$ cat config.mk
export PLATFORM = sky130hd
export DESIGN_NAME = gpb_port_bank
export DESIGN_NICKNAME = d
export VERILOG_FILES = /design/src/hw/gpb_port_bank.v
export VERILOG_INCLUDE_DIRS = /design/src /design/src/hw
export SDC_FILE = /design/constraint.sdc
export NUM_CORES = 1
export LEC_CHECK = 0
export ABC_AREA = 1
export BUFFER_PORTS_ARGS = -buffer_cell sky130_fd_sc_hd__buf_4
export CAP_MARGIN = 20
export CORE_MARGIN = 3
export CORE_UTILIZATION = 23
export DETAILED_ROUTE_END_ITERATION = 8
export HOLD_SLACK_MARGIN = 0.08
export MAX_ROUTING_LAYER = met4
export SETUP_SLACK_MARGIN = 0.15
export SKIP_CTS_REPAIR_TIMING = 1
export SLEW_MARGIN = 40
export SYNTH_ARGS = -nofsm -noshare
export SYNTH_HDL_FRONTEND = slang
export SYNTH_SLANG_ARGS = --single-unit
export TNS_END_PERCENT = 100
$ cat constraint.sdc
create_clock -name mclk_in -period 2.1 [get_ports mclk_in]
set_input_delay 0.105 -clock mclk_in [delete_from_list [all_inputs] [get_ports mclk_in]]
set_output_delay 0.105 -clock mclk_in [all_outputs]
set_load 0.02 [all_outputs]
$ cat src/hw/gpb_map.vh
// register offsets, reset values and field positions of the general-purpose port bank
`ifndef GPB_MAP_VH
`define GPB_MAP_VH
`define GPB_OFS_P0_DATA   16'h0008
`define GPB_OFS_P0_DIR    16'h0009
`define GPB_OFS_P1_DATA   16'h000A
`define GPB_OFS_P1_DIR    16'h000B
`define GPB_OFS_P2_DATA   16'h000C
`define GPB_OFS_P2_DIR    16'h000D
`define GPB_OFS_P3_DATA   16'h000E
`define GPB_OFS_P3_DIR    16'h000F
`define GPB_OFS_PORT_CTL  16'h0010
`define GPB_OFS_P2_PULLUP 16'h0012
`define GPB_OFS_P6_DATA   16'h0014
`define GPB_OFS_P6_DIR    16'h0015
`define GPB_OFS_P5_DATA   16'h0016
`define GPB_OFS_P5_DIR    16'h0017
`define GPB_OFS_P4_DATA   16'h0018
`define GPB_OFS_P4_DIR    16'h0019
`define GPB_OFS_P7_DATA   16'h001A
`define GPB_OFS_P7_DIR    16'h001B
`define GPB_OFS_P8_DATA   16'h001C
`define GPB_OFS_P8_DIR    16'h001D
`define GPB_BASE_A        16'h0008
`define GPB_BASE_B        16'h0010
`define GPB_BASE_C        16'h0018
`define GPB_RST_VAL       8'h00
`define GPB_PTC_P2_LVL    6
`define GPB_MODE_SINGLE   2'h0
`define GPB_MODE_EXPAND   2'h1
`define GPB_MODE_MICRO    2'h2
`endif

$ cat src/hw/gpb_port_bank.v
// general-purpose port bank with phase-clocked peripheral bus slave and pin muxing
// Functional notes
// address low bits, read/write, valid strobe and select captured on phase one.
// master drives read high, write low; valid strobe low for access; change on phase two.
// data bus sampled on phase two: master on reads, register on writes.
// each select plus three address bits decodes at most eight registers.
// master drives write data from phase one; register takes it at next phase two.
// on read, peripheral drives data bus after phase-one capture once decode done.
// selects decoded combinationally from full address bus, no clock edge.
// direction bit 1 makes pin output, 0 makes it input.
// reset clears all direction registers to 00, all pins inputs.
// reading an output bit returns the latch, not the pin.
// writing an input bit updates only the latch, driver stays off.
// second-function control sets pin direction instead of direction bit.
// bus modes: ports 0,1 carry address, port 3 bits 0,3-7 bus control.
// single chip: port 2 key-on wake-up; bus modes: port 2 is data bus.
// port control bit 6 selects port 2 input threshold level.
// port 4 bit 0 is bank strobe only in bus modes with bank enable.
// port 4 bits 1,2 feed external interrupts with selectable polarity.
// port 4 bit 3 carries first timer pin; interrupt source when not output.
// port 4 bit 4 carries second timer input or pulse output.
// sub-clock active removes port 5 bits 0,1; else bit 1 may be timer output.
// port 5 bit 2 outputs outbuf full, bit 3 inverted inbuf full when enabled.
// host control bit 6 makes port 5 bits 4-7 host input strobes.
// two non-overlapping phase clocks, one pulse each per bus cycle.
`include "gpb_map.vh"
`default_nettype none
module gpb_port_bank #(
	parameter NPORT = 9
) (
	input  wire        mclk_in,            // system clock
	input  wire        rst_b_in,           // async reset, low active
	input  wire        clk_en_in,          // freezes all state when low
	input  wire        first_phase_clock_in,   // phase one strobe, same domain
	input  wire        second_phase_clock_in,  // phase two strobe, same domain
	input  wire [15:0] internal_address_bus_in, // full address
	input  wire        rd_wr_in,           // 1 read, 0 write
	input  wire        access_valid_n_in,  // low for valid access
	input  wire [7:0]  internal_data_bus_in, // write data from master
	output reg  [7:0]  internal_data_bus_out, // read data
	output reg         internal_data_bus_oe_out, // drives data bus
	input  wire [1:0]  proc_mode_in,       // processor mode
	input  wire        ext_bank_enable_in, // bank strobe enable
	input  wire        ext_bank_cycle_in,  // bank data cycle active
	input  wire [15:0] ext_addr_in,        // external address in bus modes
	input  wire [5:0]  ext_ctrl_in,        // port3 bits 0,3..7 control values
	input  wire [5:0]  ext_ctrl_oe_in,     // their drive enables
	input  wire [7:0]  ext_data_in,        // external data bus write value
	input  wire        ext_data_oe_in,     // external data bus drive
	input  wire        low_power_in,       // wait or stop state
	input  wire [1:0]  irq_enable_in,      // ext_irq_zero/one enables
	input  wire [1:0]  irq_polarity_in,    // 1 = active high
	input  wire        t1_out_mode_in,     // first timer in output mode
	input  wire        t1_pulse_in,        // first timer pulse
	input  wire        t1_polarity_in,     // first timer pin polarity
	input  wire        t1_irq_enable_in,   // first timer pin interrupt enable
	input  wire        t2_out_mode_in,     // second timer in output mode
	input  wire        t2_pulse_in,        // second timer pulse
	input  wire        sub_clock_on_in,    // sub-clock oscillator active
	input  wire        t12_out_en_in,      // combined timer output enable
	input  wire        t12_pulse_in,       // combined timer pulse
	input  wire [7:0]  host_if_ctrl_in,    // host interface control bits
	input  wire        host_outbuf_full_in, // host out buffer full
	input  wire        host_inbuf_full_in, // host in buffer full
	input  wire [71:0] pin_in,             // pin levels, port n in bits 8n+7..8n
	output reg  [71:0] pin_out,            // pin drive values
	output reg  [71:0] pin_oe_out,         // pin drive enables
	output reg  [7:0]  ext_data_out,       // port2 pins sampled in every mode
	output reg  [1:0]  ext_irq_out,        // ext_irq_zero/one requests
	output reg         t1_irq_out,         // first timer pin interrupt
	output reg         t1_pin_out,         // first_timer_pin level to timer
	output reg         t2_pin_out,         // second_timer_pin level to timer
	output reg         wake_out,           // key-on wake-up request
	output reg         p2_cmos_level_out,  // port2 threshold select
	output reg  [7:0]  p2_pullup_out,      // port2 pull-up enables
	output reg  [3:0]  host_strobes_out    // select_n, addr, rd_n, wr_n
);
	reg [71:0] sync1_q;
	reg [71:0] pin_s_q;
	reg [7:0]  data_q [0:NPORT-1];
	reg [7:0]  dir_q  [0:NPORT-1];
	reg [7:0]  ptc_q;
	reg [7:0]  pup_q;
	reg [2:0]  cap_addr_q;
	reg        cap_rd_q;
	reg        cap_val_n_q;
	reg [2:0]  cap_sel_n_q;

	// strobes are levels on this clock, so an edge detect is enough
	reg        ph1_d1_q;
	reg        ph2_d1_q;
	wire       ph1_rise = first_phase_clock_in & ~ph1_d1_q;
	wire       ph2_rise = second_phase_clock_in & ~ph2_d1_q;

	reg  [2:0] sel_n;
	reg  [3:0] port_idx;
	reg        is_dir;
	reg        hit;
	reg  [7:0] rd_val;

	reg  [71:0] fn_en;
	reg  [71:0] fn_val;
	reg  [71:0] fn_oe;
	wire       bus_mode = (proc_mode_in == `GPB_MODE_EXPAND) |
			(proc_mode_in == `GPB_MODE_MICRO);
	wire [71:0] lat_flat;
	wire [71:0] dir_flat;
	genvar gi;
	integer i;

	wire [7:0]  key_low;
	wire        wr_go;
	wire        rd_go;
	wire [1:0]  irq_lvl;

	// key-on: any input bit of port 2 pulled low counts as a key
	assign key_low = ~pin_s_q[23:16] & ~dir_q[2];
	// a write lands only on the phase-two rise of a valid captured write
	assign wr_go = ph2_rise && !cap_val_n_q && !cap_rd_q;
	// drive drops on phase two so the bus is free for the next address
	assign rd_go = !cap_val_n_q && cap_rd_q && (cap_sel_n_q != 3'h7) && !ph2_rise;
	// polarity bit 1 means active high
	assign irq_lvl = ~(pin_s_q[34:33] ^ irq_polarity_in);

	// bases kept 16 bits wide so the compare can slice them
	localparam [15:0] BASE_A = `GPB_BASE_A;
	localparam [15:0] BASE_B = `GPB_BASE_B;
	localparam [15:0] BASE_C = `GPB_BASE_C;

	// selects from the whole address, no clock; each covers eight registers
	always @*
	begin
		sel_n = 3'h7;
		if (internal_address_bus_in[15:3] == BASE_A[15:3])
			sel_n[0] = 1'b0;
		if (internal_address_bus_in[15:3] == BASE_B[15:3])
			sel_n[1] = 1'b0;
		if (internal_address_bus_in[15:3] == BASE_C[15:3])
			sel_n[2] = 1'b0;
	end

	// local register decode from captured low bits and selects
	always @*
	begin
		port_idx = 4'h0;
		is_dir = cap_addr_q[0];
		hit = 1'b0;
		if (!cap_sel_n_q[0])
		begin
			port_idx = {2'b00, cap_addr_q[2:1]};
			hit = 1'b1;
		end
		else if (!cap_sel_n_q[1])
		begin
			// control and pull-up words are served by the readback mux
			case (cap_addr_q[2:1])
				2'h0: port_idx = 4'h0;
				2'h1: port_idx = 4'h0;
				2'h2: port_idx = 4'h6;
				2'h3: port_idx = 4'h5;
				default: port_idx = 4'h0;
			endcase
			hit = cap_addr_q[2];
		end
		else if (!cap_sel_n_q[2])
		begin
			case (cap_addr_q[2:1])
				2'h0: port_idx = 4'h4;
				2'h1: port_idx = 4'h7;
				2'h2: port_idx = 4'h8;
				2'h3: port_idx = 4'h0;  // unmapped pair reads 00
				default: port_idx = 4'h0;
			endcase
			hit = (cap_addr_q[2:1] != 2'h3);
		end
	end

	// output bits read back the latch, input bits the synchronised pin
	always @*
	begin
		rd_val = 8'h00;
		if (!cap_sel_n_q[1] && cap_addr_q == 3'h0)
			rd_val = ptc_q;
		else if (!cap_sel_n_q[1] && cap_addr_q == 3'h2)
			rd_val = pup_q;
		else if (hit && is_dir)
			rd_val = dir_q[port_idx];
		else if (hit)
			rd_val = (data_q[port_idx] & dir_q[port_idx]) |
				(pin_s_q[port_idx*8 +: 8] & ~dir_q[port_idx]);
	end

	// port 7 is held eight bits wide; its unbonded bits just read back
	generate
		for (gi = 0; gi < NPORT; gi = gi + 1)
		begin : g_flat
			assign lat_flat[gi*8 +: 8] = data_q[gi];
			assign dir_flat[gi*8 +: 8] = dir_q[gi];
		end
	endgenerate

	// second-function overrides per pin
	always @*
	begin
		fn_en = 72'h0;
		fn_val = 72'h0;
		fn_oe = 72'h0;

		// bus modes hand ports 0 to 2 and port 3 bits 0,3-7 to the external bus
		if (bus_mode)
		begin
			fn_en[15:0] = 16'hFFFF;
			fn_val[15:0] = ext_addr_in;
			fn_oe[15:0] = 16'hFFFF;
			fn_en[23:16] = 8'hFF;
			fn_val[23:16] = ext_data_in;
			fn_oe[23:16] = {8{ext_data_oe_in}};
			fn_en[24] = 1'b1;
			fn_val[24] = ext_ctrl_in[0];
			fn_oe[24] = ext_ctrl_oe_in[0];
			fn_en[31:27] = 5'h1F;
			fn_val[31:27] = ext_ctrl_in[5:1];
			fn_oe[31:27] = ext_ctrl_oe_in[5:1];
			// bank strobe is active low during the extended cycle
			if (ext_bank_enable_in)
			begin
				fn_en[32] = 1'b1;
				fn_val[32] = ~ext_bank_cycle_in;
				fn_oe[32] = 1'b1;
			end
		end

		// port 4: interrupt pins stay inputs, timer pins follow their mode
		if (irq_enable_in[0])
			fn_en[33] = 1'b1;
		if (irq_enable_in[1])
			fn_en[34] = 1'b1;
		fn_en[35] = 1'b1;
		fn_val[35] = t1_pulse_in;
		fn_oe[35] = t1_out_mode_in;
		fn_en[36] = 1'b1;
		fn_val[36] = t2_pulse_in;
		fn_oe[36] = t2_out_mode_in;

		// port 5 low bits: the oscillator owns them when on, else bit 1 may carry the combined timer pulse
		if (sub_clock_on_in)
			fn_en[41:40] = 2'h3;
		else if (t12_out_en_in)
		begin
			fn_en[41] = 1'b1;
			fn_val[41] = t12_pulse_in;
			fn_oe[41] = 1'b1;
		end

		// port 5 high bits: host interface flags and strobes
		if (host_if_ctrl_in[0])
		begin
			fn_en[42] = 1'b1;
			fn_val[42] = host_outbuf_full_in;
			fn_oe[42] = 1'b1;
		end
		if (host_if_ctrl_in[1])
		begin
			fn_en[43] = 1'b1;
			fn_val[43] = ~host_inbuf_full_in;
			fn_oe[43] = 1'b1;
		end
		if (host_if_ctrl_in[6])
			fn_en[47:44] = 4'hF;
	end

	// pins sampled through two flops, phase strobes edge-detected (same domain)
	always @(posedge mclk_in or negedge rst_b_in)
	begin
		if (!rst_b_in)
		begin
			sync1_q <= 72'h0;
			pin_s_q <= 72'h0;
			ph1_d1_q <= 1'b0;
			ph2_d1_q <= 1'b0;
		end
		else if (clk_en_in)
		begin
			sync1_q <= pin_in;
			pin_s_q <= sync1_q;
			ph1_d1_q <= first_phase_clock_in;
			ph2_d1_q <= second_phase_clock_in;
		end
	end

	// bus capture, register writes, and registered pin/feature outputs
	always @(posedge mclk_in or negedge rst_b_in)
	begin
		if (!rst_b_in)
		begin
			for (i = 0; i < NPORT; i = i + 1)
			begin
				data_q[i] <= `GPB_RST_VAL;
				dir_q[i] <= `GPB_RST_VAL;
			end
			ptc_q <= `GPB_RST_VAL;
			pup_q <= `GPB_RST_VAL;
			cap_addr_q <= 3'h0;
			cap_rd_q <= 1'b1;
			cap_val_n_q <= 1'b1;
			cap_sel_n_q <= 3'h7;
			internal_data_bus_out <= 8'h00;
			internal_data_bus_oe_out <= 1'b0;
			pin_out <= 72'h0;
			pin_oe_out <= 72'h0;
			ext_data_out <= 8'h00;
			ext_irq_out <= 2'h0;
			t1_irq_out <= 1'b0;
			t1_pin_out <= 1'b0;
			t2_pin_out <= 1'b0;
			wake_out <= 1'b0;
			p2_cmos_level_out <= 1'b0;
			p2_pullup_out <= 8'h00;
			host_strobes_out <= 4'hF;
		end
		else if (clk_en_in)
		begin
			if (ph1_rise)
			begin
				cap_addr_q <= internal_address_bus_in[2:0];
				cap_rd_q <= rd_wr_in;
				cap_val_n_q <= access_valid_n_in;
				cap_sel_n_q <= sel_n;
			end

			// drive read data once decode of the captured cycle is ready
			internal_data_bus_oe_out <= rd_go;
			internal_data_bus_out <= rd_val;

			// phase two closes the cycle whether or not it wrote
			if (wr_go)
			begin
				cap_val_n_q <= 1'b1;
				if (!cap_sel_n_q[1] && cap_addr_q == 3'h0)
					ptc_q <= internal_data_bus_in;
				else if (!cap_sel_n_q[1] && cap_addr_q == 3'h2)
					pup_q <= internal_data_bus_in;
				else if (hit && is_dir)
					dir_q[port_idx] <= internal_data_bus_in;
				else if (hit)
					data_q[port_idx] <= internal_data_bus_in;
			end
			else if (ph2_rise)
				cap_val_n_q <= 1'b1;

			// pins follow the registers one cycle later
			pin_out <= (fn_en & fn_val) | (~fn_en & lat_flat);
			pin_oe_out <= (fn_en & fn_oe) | (~fn_en & dir_flat);
			ext_data_out <= pin_s_q[23:16];

			// feature outputs, all but the port 2 level and pull-up outputs from synchronised pins
			ext_irq_out <= irq_enable_in & irq_lvl;
			t1_irq_out <= t1_irq_enable_in && !t1_out_mode_in &&
				(pin_s_q[35] == t1_polarity_in);
			t1_pin_out <= pin_s_q[35];
			t2_pin_out <= pin_s_q[36];
			// key-on wakes only outside the two bus modes
			wake_out <= !bus_mode && low_power_in && |key_low;
			p2_cmos_level_out <= ptc_q[`GPB_PTC_P2_LVL];
			p2_pullup_out <= pup_q;
			host_strobes_out <= host_if_ctrl_in[6] ? pin_s_q[47:44] : 4'hF;
		end
	end
endmodule // gpb_port_bank
`default_nettype wire

# Yosys cells after proc, flatten, opt, wreduce, memory -nomap -nowiden
# Index checks and enable logic that the tools add are counted.
# totals
reg_bits	494
in_bits	168
output_inout_bits	180
wordCells	164
# op_classes
n_lt_le_gt_ge	2
n_eq_ne	12
shifts	1
n_mux	50
bitwise	28
n_reduce_logical	30
# op_table
operator	n
bitwise AND 72 bit	2
bitwise mux 72 bit	2
bitwise OR 48 x 72 -> 72 bit	2
bitwise AND 48 x 44 -> 48 bit	2
2-to-1 mux 25 bit	3
2-to-1 mux 8 bit	9
inverter 48 -> 72 bit	1
indexed part select 72 x 8 -> 8 bit	1
binary-select mux 8 bit (select 4 bit)	2
demux 8 bit (select 4 bit)	1
== test 13 x 2 -> 1 bit (second input constant)	2
bitwise AND 8 bit	3
inverter 8 bit	3
2-to-1 mux 1 bit	23
2-to-1 mux 4 bit	5
2-to-1 mux 6 bit	3
case mux 4 bit (4 select lines)	1
== test 13 x 1 -> 1 bit (second input constant)	1
logical AND 1 bit	13
case mux 4 bit (3 select lines)	1
bitwise OR 8 bit	1
OR reduction 8 bit	1
inverter 1 bit	7
== test 2 bit (second input constant)	3
other kinds (23)	31

# Longest topological paths before layout
# Gate-level depths: netlist of run 1.
# depth
word_depth	16
ltp_mapped	19
depth_no_buf	17

# Worst setup path before layout of run 1
# No wires, ideal clock.
# synth_timing
path_kind	register -> register
start	reg cap_sel_n_q[0]
end	reg internal_data_bus_out[3]
setup_ns	0.116
arrival_ns	1.894
t_required_ns	1.984
setup_slack_ns	0.089
stages_incl_launch_ff	19
n_path_buf	3
synth_period_minus_slack_ns	2.011
path_cell_list	dfstp_2 -> buf_2 -> nand2_1 -> nand2_2 -> nand2_2 -> buf_6 -> buf_2 -> nand2_1 -> nand2_1 -> nand2_1 -> nand2_1 -> nand2_1 -> inv_2 -> nor2_1 -> nand2_1 -> nand3_1 -> nand2_1 -> nand2_1 -> nand2_1
# synth_via
elab_chain_len	12
elab_cells_between_ends	19
classes_between	shift (1); mux (12); bitwise (5); reduce/logical (1)
# synth_lines
item	line_no	rtl
start: declaration	gpb_port_bank.v:87	reg [2:0] cap_sel_n_q;
start signal: assignment	gpb_port_bank.v:328	cap_sel_n_q <= sel_n;
parallel branches: the longest is 9 deep, another holds indexed part select 72 x 8 -> 8 bit	--	
2-to-1 mux 8 bit *	gpb_port_bank.v:186	else if (hit && is_dir)
2-to-1 mux 8 bit *	gpb_port_bank.v:184	else if (!cap_sel_n_q[1] && cap_addr_q == 3'h2)
2-to-1 mux 8 bit *	gpb_port_bank.v:182	if (!cap_sel_n_q[1] && cap_addr_q == 3'h0)
end signal: assignment	gpb_port_bank.v:333	internal_data_bus_out <= rd_val;
end: declaration	gpb_port_bank.v:40	output reg [7:0] internal_data_bus_out,
# Every way passes the cells marked *. The select of a mux whose other input is x is not followed.
# A chain may end at the register's enable or synchronous reset.

# Worst setup path after layout of run 1
# layout_timing
start	reg cap_sel_n_q[1]
end	reg internal_data_bus_out[2]
# layout_via
elab_chain_len	13
elab_cells_between_ends	24
classes_between	shift (1); mux (14); bitwise (5); reduce/logical (4)
# layout_lines
item	line_no
parallel branches: the longest is 12 deep, another holds indexed part select 72 x 8 -> 8 bit	--
2-to-1 mux 8 bit *	gpb_port_bank.v:182
# Marks and branches as above.

==> reports/results.tsv, run 1 <==
metric	value	unit
hpwl	62.6	mm
ys_seq_area_frac	0.566	
cts_buffers	58	
grt_use_total	0.173	
worstHoldStart	proc_mode_in[0]	
maxCapViolCount	0	
cts-root-to-sink-buffers	3	
final_area	31400	um^2
violations	negative setup slack	
report.power.total	0.0240	W
routed_wl	87.5	mm
power_density	764	nW/um^2
postPlaceCellArea	26900	um^2
grt_pass1_vias	19300	
grt_overflow_total	0	
cts_sinks	494	
drive_gt1_frac	0.214	
seq_area	12400	um^2
ys.flop_type	dfrtp_1	
cp-end-kind	flip-flop	
maxSlewHeadroom	0.448	
worstSetupPathType	reg -> reg	
syn_avg_cell_area	7.97	um^2
fp.dieW	314	um
tns	-2.01	ns
setup_ws	-0.134	ns
worstPathArrival	2.75	ns
status	finished, violations left	
hold_violations	0	
tritoncts	done	
gp_congestion	0.888	
core_area	93700	um^2
clk_pin_slew	0.06	ns
synthesis.instances	2742	
holdWs	0.190	ns
num-nets-final	3488	
die_y	314	um
clock.fmax	0.448	GHz
p_leak	15.6	nW
synth_nets	2910	
drv_slew	0	
synth_cell_types	36	
cp.required	2.61	ns
clock-skew-final	0.0320	ns
cts_root_buf	clkbuf_16	
start_util	0.233	
drtAntennaViolNets	0	
synth-warning-count	0	
reg2reg_from	cap_sel_n_q[1]$_DFFE_PN1P_	
area.growth.synth_to_final	43.6	%
grt_setup_unrepaired	yes	
multi_input_area	8520	um^2
yosys_register_bits	494	
syn-cell-area	21900	um^2
synth_edf_count	0	
critPathLaunchType	flip-flop	
clkLatencyLatePin	0.64	ns
rows	112	
boundaryPins	348	
drt_iter0_drc	1732	
drt-pass1-iter-count	6	
final.period_utilization	1.06	
path_max_fanout	5	
io_buffers	342	
vias	20500	
grt_max_degree	156	
drc	0	
vias_per_cell	4.43	
utilization	0.335	
die-area	98800	um^2
grt_pass1_wl	125	mm
ir_drop	0.000716	V
crit_start	cap_sel_n_q[1]$_DFFE_PN1P_	
setup_viol	36	
synthArstFlopShare	1.00	
antenna_found_initial	3	
fin_crit	2.23	ns
wl_per_cell	18.9	um
worst_slew_pin_slew	0.822	ns
hp-class	in -> reg	
fillers	9781	
htreeDepth	2	
==> kinds of logic after synthesis <==
kind of cell | share of synthesized area
simple gates | 0.269
flops | 0.566
compound gates | 0.105
buf+inv | 0.0588
xor+xnor | 0.00120
==> worst paths after layout <==
check,endpoint,slack (ns),cells past startpoint
setup / recovery,internal_data_bus_out[2]$_DFFE_PN0P_,-0.13,17
hold / removal,pin_out[15]$_DFFE_PN0P_,0.19,6
setup reg to reg,internal_data_bus_out[2]$_DFFE_PN0P_,-0.13,17
hold reg to reg,sync1_q[11]$_DFFE_PN0P_,0.47,2
max in group asynchronous,pin_oe_out[40]$_DFFE_PN0P_,1.29,4
min in group asynchronous,internal_data_bus_out[6]$_DFFE_PN0P_,0.22,3
==> critical path: stages, from the launching register on <==
cell and delay, ns:
dfstp_2 0.55, inv_4 0.05, nor2_4 0.12, nand3_4 0.12
nand2_8 0.15, buf_12 0.14, buf_4 0.11, nand2_1 0.04
o21ai_1 0.10, nand2_1 0.08, nand2_1 0.08, nand2_1 0.05
nand3_1 0.16, nand2_1 0.08, nand3_1 0.07, nand2_1 0.06
nand2_1 0.09, nand2_1 0.05
==> state kept, by name (all words and copies together), names as in the netlist, 72 cells and up <==
| name | cells |
|---|---|
| data_q | 72 |
| pin_oe_out | 72 |
| dir_flat | 72 |
| pin_s_q | 72 |
| sync1_q | 72 |
| pin_out | 72 |
==> placed cells by master (no fill, tap or decap), types with 20 or more instances in the layout <==
| cell | count |
|---|---|
| a21oi_1 | 49 |
| buf_12 | 38 |
| buf_4 | 444 |
| clkbuf_16 | 67 |
| dfrtp_1 | 485 |
| dlygate4sd3_1 | 167 |
| inv_1 | 150 |
| nand2_1 | 1142 |
| nand2_2 | 30 |
| nand3_1 | 99 |
| nand3_2 | 20 |
| nor2_1 | 122 |
| o21ai_0 | 299 |
| o21ai_1 | 60 |
==> cell type report <==
| class | count | share of cell area |
|---|---|---|
| antenna | 3 | 0.000239 |
| clock buffer | 86 | 0.0547 |
| clock inverter | 22 | 0.00813 |
| inverter | 164 | 0.0207 |
| multi-input combinational | 1921 | 0.272 |
| sequential | 494 | 0.394 |
| tap | 1254 | 0.0500 |
| timing repair buffer | 681 | 0.200 |
==> layer usage <==
metal	global-route usage	wire [um]	up-vias
li1	-	-	9850
met1	0.212	35700	9828
met2	0.281	42300	652
met3	0.0374	5880	156
met4	0.0617	3590	0
met5	-	0	-
==> cells in the mapped netlist, types with 7 or more instances <==
| cell type | instances | share of area |
|---|---|---|
| a21oi_1 | 54 | 0.012 |
| buf_1 | 10 | 0.0017 |
| buf_2 | 26 | 0.0060 |
| clkbuf_1 | 122 | 0.021 |
| dfrtp_1 | 485 | 0.56 |
| dfstp_2 | 9 | 0.011 |
| inv_1 | 152 | 0.026 |
| inv_2 | 9 | 0.0015 |
| nand2_1 | 1176 | 0.20 |
| nand3_1 | 120 | 0.027 |
| nand3b_1 | 15 | 0.0052 |
| nor2_1 | 131 | 0.022 |
| nor3_1 | 7 | 0.0016 |
| o21a_1 | 16 | 0.0055 |
| o21ai_0 | 317 | 0.073 |
| o21ai_1 | 45 | 0.010 |
==> power by group <==
part / internal, W / switching, W / leakage (nW) / total (W)
sequential: 0.0101 / 0.000334 / 6.24 / 0.0104
combinational: 0.00124 / 0.00187 / 8.35 / 0.00312
clock: 0.00616 / 0.00426 / 0.967 / 0.0104
==> per-stage QoR <==
stage,instances,worst slack [ns]
after floorplan,2742,0.137
after global placement,4323,-0.211
after detailed placement,4323,-0.196
after CTS,4431,-0.228
after global routing,4625,-0.278
final,4625,-0.134
Power figures use the tool's default switching activity.
==> run 2: changes to the inputs <==
--- a/config.mk
+++ b/config.mk
@@ -9,11 +9,13 @@
 export ABC_AREA = 1
 export BUFFER_PORTS_ARGS = -buffer_cell sky130_fd_sc_hd__buf_4
 export CAP_MARGIN = 20
+export CORE_ASPECT_RATIO = 1.75
 export CORE_MARGIN = 3
 export CORE_UTILIZATION = 23
 export DETAILED_ROUTE_END_ITERATION = 8
 export HOLD_SLACK_MARGIN = 0.08
 export MAX_ROUTING_LAYER = met4
+export PLACE_DENSITY = 0.46
 export SETUP_SLACK_MARGIN = 0.15
 export SKIP_CTS_REPAIR_TIMING = 1
 export SLEW_MARGIN = 40
==> reports/results.tsv, run 2 (synthesis results as in run 1) <==
metric	value	unit	change
drt_iter0_drc	1117		-36%
htreeDepth	2		unchanged
num-nets-final	3497		+0.26%
fin_crit	2.33	ns	+0.0921 ns
gp_congestion	0.849		-4.4%
rows	149		+33%
routed_wl	92.6	mm	+5.8%
tns	-3.72	ns	-1.71 ns
setup_viol	31		-14%
drtAntennaViolNets	0		unchanged
cp_common_cell	buf_4		
drive_gt1_frac	0.226		+0.0125
boundaryPins	348		unchanged
clkLatencyLatePin	0.62	ns	-0.02 ns
die-area	98900	um^2	+0.15%
core_area	94300	um^2	+0.62%
start_util	0.232		-0.00144
cp_cell_sequence	inv_4, buf_4, nand3_1, nand3_2, nand2_4, inv_6, clkbuf_16, buf_4, nor4_4, buf_4, clkbuf_16, o21ai_0		
critPathLaunchType	flip-flop		
vias	20300		-1.1%
path_max_fanout	11		+6
multi_input_area	8710	um^2	+2.2%
instances_no_fill	4582		-0.93%
die_y	414	um	+32%
cts_buffers	52		-10%
grt_overflow_total	0		unchanged
hpwl	67.4	mm	+7.6%
worstSetupPathType	reg -> reg		
cp_top_family	buffers and inverters		
cts_sinks	494		unchanged
vias_per_cell	4.42		-0.17%
hold_violations	0		unchanged
worstPathArrival	2.83	ns	+0.08 ns
io_buffers	342		unchanged
critPathBufInv	7		+4
holdWs	0.120	ns	-0.0707 ns
dp_cells	4285		-0.88%
grt_setup_unrepaired	yes		
cp.required	2.61	ns	about the same
p_leak	15.7	nW	+0.65%
layout_common_cells	nand2_1, dfrtp_1, buf_4		
final.period_utilization	1.11		+0.0439
antenna_found_initial	12		+9
clk_pin_slew	0.07	ns	about the same
violations	negative setup slack		
wl_per_cell	20.2	um	+6.8%
grt_max_degree	88		-44%
drt-pass1-iter-count	5		-1
drc	0		unchanged
clock-skew-final	0.0330	ns	+0.00103 ns
fillers	10000		+2.6%
maxCapViolCount	0		unchanged
tritoncts	done		
grt_pass1_vias	19500		+1.2%
drv_slew	0		unchanged
ir_drop	0.000481	V	-33%
maxSlewHeadroom	0.467		+0.0185
seq_area	12400	um^2	about the same
critical_path.slowest_cell	dfstp_2		
cpPeakStageDelay	0.55	ns	about the same
worst_slew_pin_slew	0.799	ns	-0.0236 ns
setup_ws	-0.226	ns	-0.0921 ns
hp-class	in -> async		
utilization	0.334		about the same
layout_commonest_cell	nand2_1		
grt_use_total	0.182		+0.00944
grt_pass1_wl	130	mm	+4.1%
power_density	745	nW/um^2	-2.5%
status	finished, violations left		
cp-end-kind	flip-flop		
cts_root_buf	clkbuf_16		
clock.fmax	0.430	GHz	-4.0%
area.growth.synth_to_final	44.3	%	
fp.dieW	239	um	-24%
cts-root-to-sink-buffers	3		unchanged
## run 2: cell types whose count changed in the layout (fill, tap and decap cells not counted), sizes merged
cell / change
buf: +13
bufinv: +2
clkbuf: -10
clkinv: -1
clkinvlp: +2
diode: -1
dlygate4sd3: -2
## run 2: worst paths after layout
check                                      startpoint                          to  slack, ns  cells after the start
min in group mclk_in                       pin_in[23]     sync1_q[23]$_DFFE_PN0P_       0.22                      4
max reg2reg                cap_sel_n_q[1]$_DFFE_PN1P_    dir_flat[47]$_DFFE_PN0P_      -0.23                     12
max in group asynchronous                    rst_b_in  pin_oe_out[50]$_DFFE_PN0P_       1.42                      4
min                                          rst_b_in     sync1_q[16]$_DFFE_PN0P_       0.12                      3
min reg2reg                   sync1_q[48]$_DFFE_PN0P_     pin_s_q[48]$_DFFE_PN0P_       0.47                      2
max                        cap_sel_n_q[1]$_DFFE_PN1P_    dir_flat[47]$_DFFE_PN0P_      -0.23                     12
## run 2: final cells by class
| cell class | count | share of cell area |
|---|---|---|
| diodes | 2 | 0.000159 |
| clock buffers | 72 | 0.0482 |
| clock inverters | 25 | 0.00996 |
| inverters | 164 | 0.0206 |
| multi-input cells | 1921 | 0.276 |
| flip-flops and latches | 494 | 0.392 |
| well taps | 1208 | 0.0479 |
| repair buffers | 696 | 0.205 |
## run 2: per-layer routing
metal	up-vias	track usage	wire length (um)
met1	9738	0.200	35100
met3	165	0.0265	3870
met5	-	-	0
met4	0	0.0624	3510
li1	9860	-	-
met2	499	0.335	50100
## run 2: metrics by stage
stage	setup WS, ns	power, W	cell area [um^2]
6_report	-0.226	0.0235	31500
5_1_grt	-0.321	0.0245	31500
4_1_cts	-0.372	0.0236	28700
3_5_place_dp	-0.325	0.0134	26900
3_3_place_gp	-0.326	0.0134	26900
2_1_floorplan	0.137	0.0118	21900
## run 2: tightest hold or removal path: cells and delay by family
kind	cells	cell delay [ns]
buffers and inverters	3	0.97
## run 2: power breakdown
group,internal (W),switching (W),leakage (nW),total (W)
clock network,0.00582,0.00416,0.897,0.00998
registers,0.0101,0.000349,6.24,0.0104
logic,0.00123,0.00184,8.52,0.00308
total,0.0171,0.00635,15.7,0.0235
==> run 3: changes to the inputs <==
--- a/config.mk
+++ b/config.mk
@@ -6,7 +6,6 @@
 export SDC_FILE = /design/constraint.sdc
 export NUM_CORES = 1
 export LEC_CHECK = 0
-export ABC_AREA = 1
 export BUFFER_PORTS_ARGS = -buffer_cell sky130_fd_sc_hd__buf_4
 export CAP_MARGIN = 20
 export CORE_ASPECT_RATIO = 1.75
@@ -14,7 +13,6 @@
 export CORE_UTILIZATION = 23
 export DETAILED_ROUTE_END_ITERATION = 8
 export HOLD_SLACK_MARGIN = 0.08
-export MAX_ROUTING_LAYER = met4
 export PLACE_DENSITY = 0.46
 export SETUP_SLACK_MARGIN = 0.15
 export SKIP_CTS_REPAIR_TIMING = 1
==> reports/results.tsv, run 3 <==
metric	value	unit	change
fillers	9180		-8.6%
clkLatencyLatePin	0.62	ns	about the same
drv_slew	0		unchanged
setup_ws	-0.433	ns	-0.207 ns
layout_common_cells	buf_4, dfrtp_1, mux2_2		
seqPwrFrac	0.456		+0.012
fp.dieW	236	um	-1.5%
grt_use_total	0.177		-0.00503
violations	negative setup slack		
final_area	30900	um^2	-2.0%
vias_per_cell	4.65		+5.2%
cts_root_buf	clkbuf_16		
boundaryPins	348		unchanged
io_buffers	342		unchanged
syn-cell-area	21200	um^2	-3.0%
cpPeakStageDelay	0.60	ns	+0.05 ns
ys_seq_area_frac	0.584		+0.0175
p_clk_frac	0.395		-0.030
p_leak	14.4	nW	-8.3%
netlist_top_cells_count	dfrtp_1, mux2_2, nor2_1		
ys.flop_type	dfrtp_1		
core_area	91000	um^2	-3.6%
cts_sinks	494		unchanged
routed_wl	89.0	mm	-3.8%
worst_slew_pin_slew	0.764	ns	-0.0342 ns
wl_per_cell	24.7	um	+22%
critical_path.slowest_cell	dfstp_2		
final.period_utilization	1.21		+0.0984
grt_max_degree	134		+52%
hpwl	68.3	mm	+1.4%
dp_cells	3306		-23%
layout_commonest_cell	buf_4		
hold_violations	0		unchanged
antenna_found_initial	2		-10
clk_pin_slew	0.06	ns	about the same
drt_iter0_drc	1011		-9.5%
instances_no_fill	3600		-21%
worstSetupPathType	reg -> reg		
gp_congestion	0.918		+8.1%
synth_most_common_cell	dfrtp_1		
drtAntennaViolNets	0		unchanged
dp_slack	-0.608	ns	-0.282 ns
syn_avg_cell_area	12.7	um^2	+59%
synth_nets	1844		-37%
synth_cell_types	80		+120%
maxSlewHeadroom	0.490		+0.0234
worstPathArrival	3.02	ns	+0.19 ns
worstReg2RegEnd	internal_data_bus_out[6]$_DFFE_PN0P_		
drt-pass1-iter-count	6		+1
grt_overflow_total	0		unchanged
die-area	96000	um^2	-2.9%
critPathLaunchType	flip-flop		
cp.required	2.59	ns	-0.02 ns
tritoncts	done		
holdPathEnd	pin_oe_out[17]$_DFFE_PN0P_		
setup_viol	151		+390%
cts-root-to-sink-buffers	3		unchanged
grt_pass1_wl	125	mm	-3.5%
die_y	408	um	-1.5%
drive_gt1_frac	0.478		+0.251
num-nets-final	2546		-27%
intPower	0.0173	W	+0.99%
cts_buffers	51		-1.9%
yosys-top-cells-area	dfrtp_1, mux2_2, nor2_1		
start_util	0.233		+0.00137
reg2reg_from	cap_sel_n_q[1]$_DFFE_PN1P_		
synth.largest_area_cell	dfrtp_1		
cp-end-kind	flip-flop		
synth_edf_count	0		unchanged
path_max_fanout	6		-5
maxCapViolCount	0		unchanged
tns	-17.00	ns	-13.29 ns
htreeDepth	2		unchanged
switching_share	0.266		-0.00401
area.growth.synth_to_final	45.8	%	
rr_worst_depth	8		-4
clock.fmax	0.395	GHz	-8.2%
fin_crit	2.53	ns	+0.207 ns
grt_pass1_vias	17000		-13%
worstHoldStart	ext_data_oe_in		
rows	146		-2.0%
grt_setup_unrepaired	yes		
worst_hold_path.num_cells	4		
switchingPower	0.00628	W	-1.1%
drc	0		unchanged
postPlaceCellArea	26800	um^2	-0.28%
power_frac_comb	0.149		+0.018
yosys_register_bits	494		unchanged
status	finished, violations left		
ir_drop	0.000544	V	+13%
synthArstFlopShare	1.00		unchanged
power_density	763	nW/um^2	+2.5%
r2r_setup_slack	-0.43	ns	-0.21 ns
clock-skew-final	0.0242	ns	-0.00877 ns
hp-class	in -> reg		
cp_cell_sequence	and4b_1, or2_1, buf_6, a222oi_1, inv_1, a211o_1, a211oi_2, nor3_2		
vias	16700		-17%
synthesis.instances	1676		-39%
yosys.area.top_type_share	0.572		+0.0171
synth-warning-count	0		unchanged
holdWs	0.0848	ns	-0.0349 ns
-- run 3: changes by cell type after synthesis, sizes merged, moves of 56 or more --
| cell | delta |
|---|---|
| nand3 | -106 |
| inv | -149 |
| mux2 | +403 |
| clkbuf | -56 |
| o21ai | -332 |
| nand2 | -1051 |
-- run 3: worst max-delay path by stage --
| stage | cells past startpoint | from | slack [ns] | endpoint |
|---|---|---|---|---|
| after global placement | 10 | cap_sel_n_q[0]$_DFFE_PN1P_ | -0.69 | internal_data_bus_out[6]$_DFFE_PN0P_ |
| after detailed placement | 9 | cap_sel_n_q[1]$_DFFE_PN1P_ | -0.61 | internal_data_bus_out[6]$_DFFE_PN0P_ |
| after floorplan | 9 | cap_sel_n_q[1]$_DFFE_PN1P_ | -0.10 | internal_data_bus_out[1]$_DFFE_PN0P_ |
| after CTS | 10 | cap_sel_n_q[0]$_DFFE_PN1P_ | -0.63 | internal_data_bus_out[6]$_DFFE_PN0P_ |
| after global routing | 8 | cap_sel_n_q[1]$_DFFE_PN1P_ | -0.51 | internal_data_bus_out[6]$_DFFE_PN0P_ |
| final | 8 | cap_sel_n_q[1]$_DFFE_PN1P_ | -0.43 | internal_data_bus_out[6]$_DFFE_PN0P_ |
-- run 3: worst max-delay path: cells and delay by family, from the launching register on --
family,cells,cell delay [ns]
AOI/OAI and AO/OA,3,1.03
buffers and inverters,2,0.23
DFF,1,0.60
and+or+nand+nor,3,0.54
-- run 3: routing by layer --
| metal | part of all wire | track usage | vias to the layer above |
|---|---|---|---|
| li1 | - | - | 7517 |
| met1 | 0.39 | 0.202 | 8566 |
| met2 | 0.52 | 0.327 | 509 |
| met3 | 0.046 | 0.0327 | 148 |
| met4 | 0.046 | 0.0658 | 0 |
| met5 | 0 | 0 | - |
-- run 3: cells by family after synthesis --
logic type | Yosys count | synth area share
AND/OR/NAND/NOR | 342 | 0.0726
AO/OA/AOI/OAI | 286 | 0.0925
XOR/XNOR | 5 | 0.00207
flip-flops | 494 | 0.584
buffers and inverters | 126 | 0.0258
multiplexers | 423 | 0.223
-- run 3: power groups by stage --
stage | Combinational [W] | Clock, W | Sequential (W)
after floorplan | 0.00129 | 0 | 0.0109
final | 0.00351 | 0.00933 | 0.0108
after global placement | 0.00315 | 0 | 0.0109
after global routing | 0.00378 | 0.00996 | 0.0108
after CTS | 0.00319 | 0.00964 | 0.0108
after detailed placement | 0.00318 | 0 | 0.0109
-- run 3: metrics by stage --
stage,utilization,power [W]
after floorplan,-,0.0122
after CTS,0.314,0.0236
after global placement,0.295,0.0141
final,0.340,0.0236
after detailed placement,0.295,0.0141
after global routing,0.340,0.0246
-- run 3: cell type report --
cell class	instances	area, um^2	share of cell area
antenna	2	5.00	0.000162
clock buffer	78	1590	0.0514
clock inverter	11	111	0.00360
inverter	14	56.3	0.00182
multi-input combinational	1056	8720	0.282
sequential	494	12400	0.400
tap	1184	1480	0.0479
timing repair buffer	761	6580	0.213
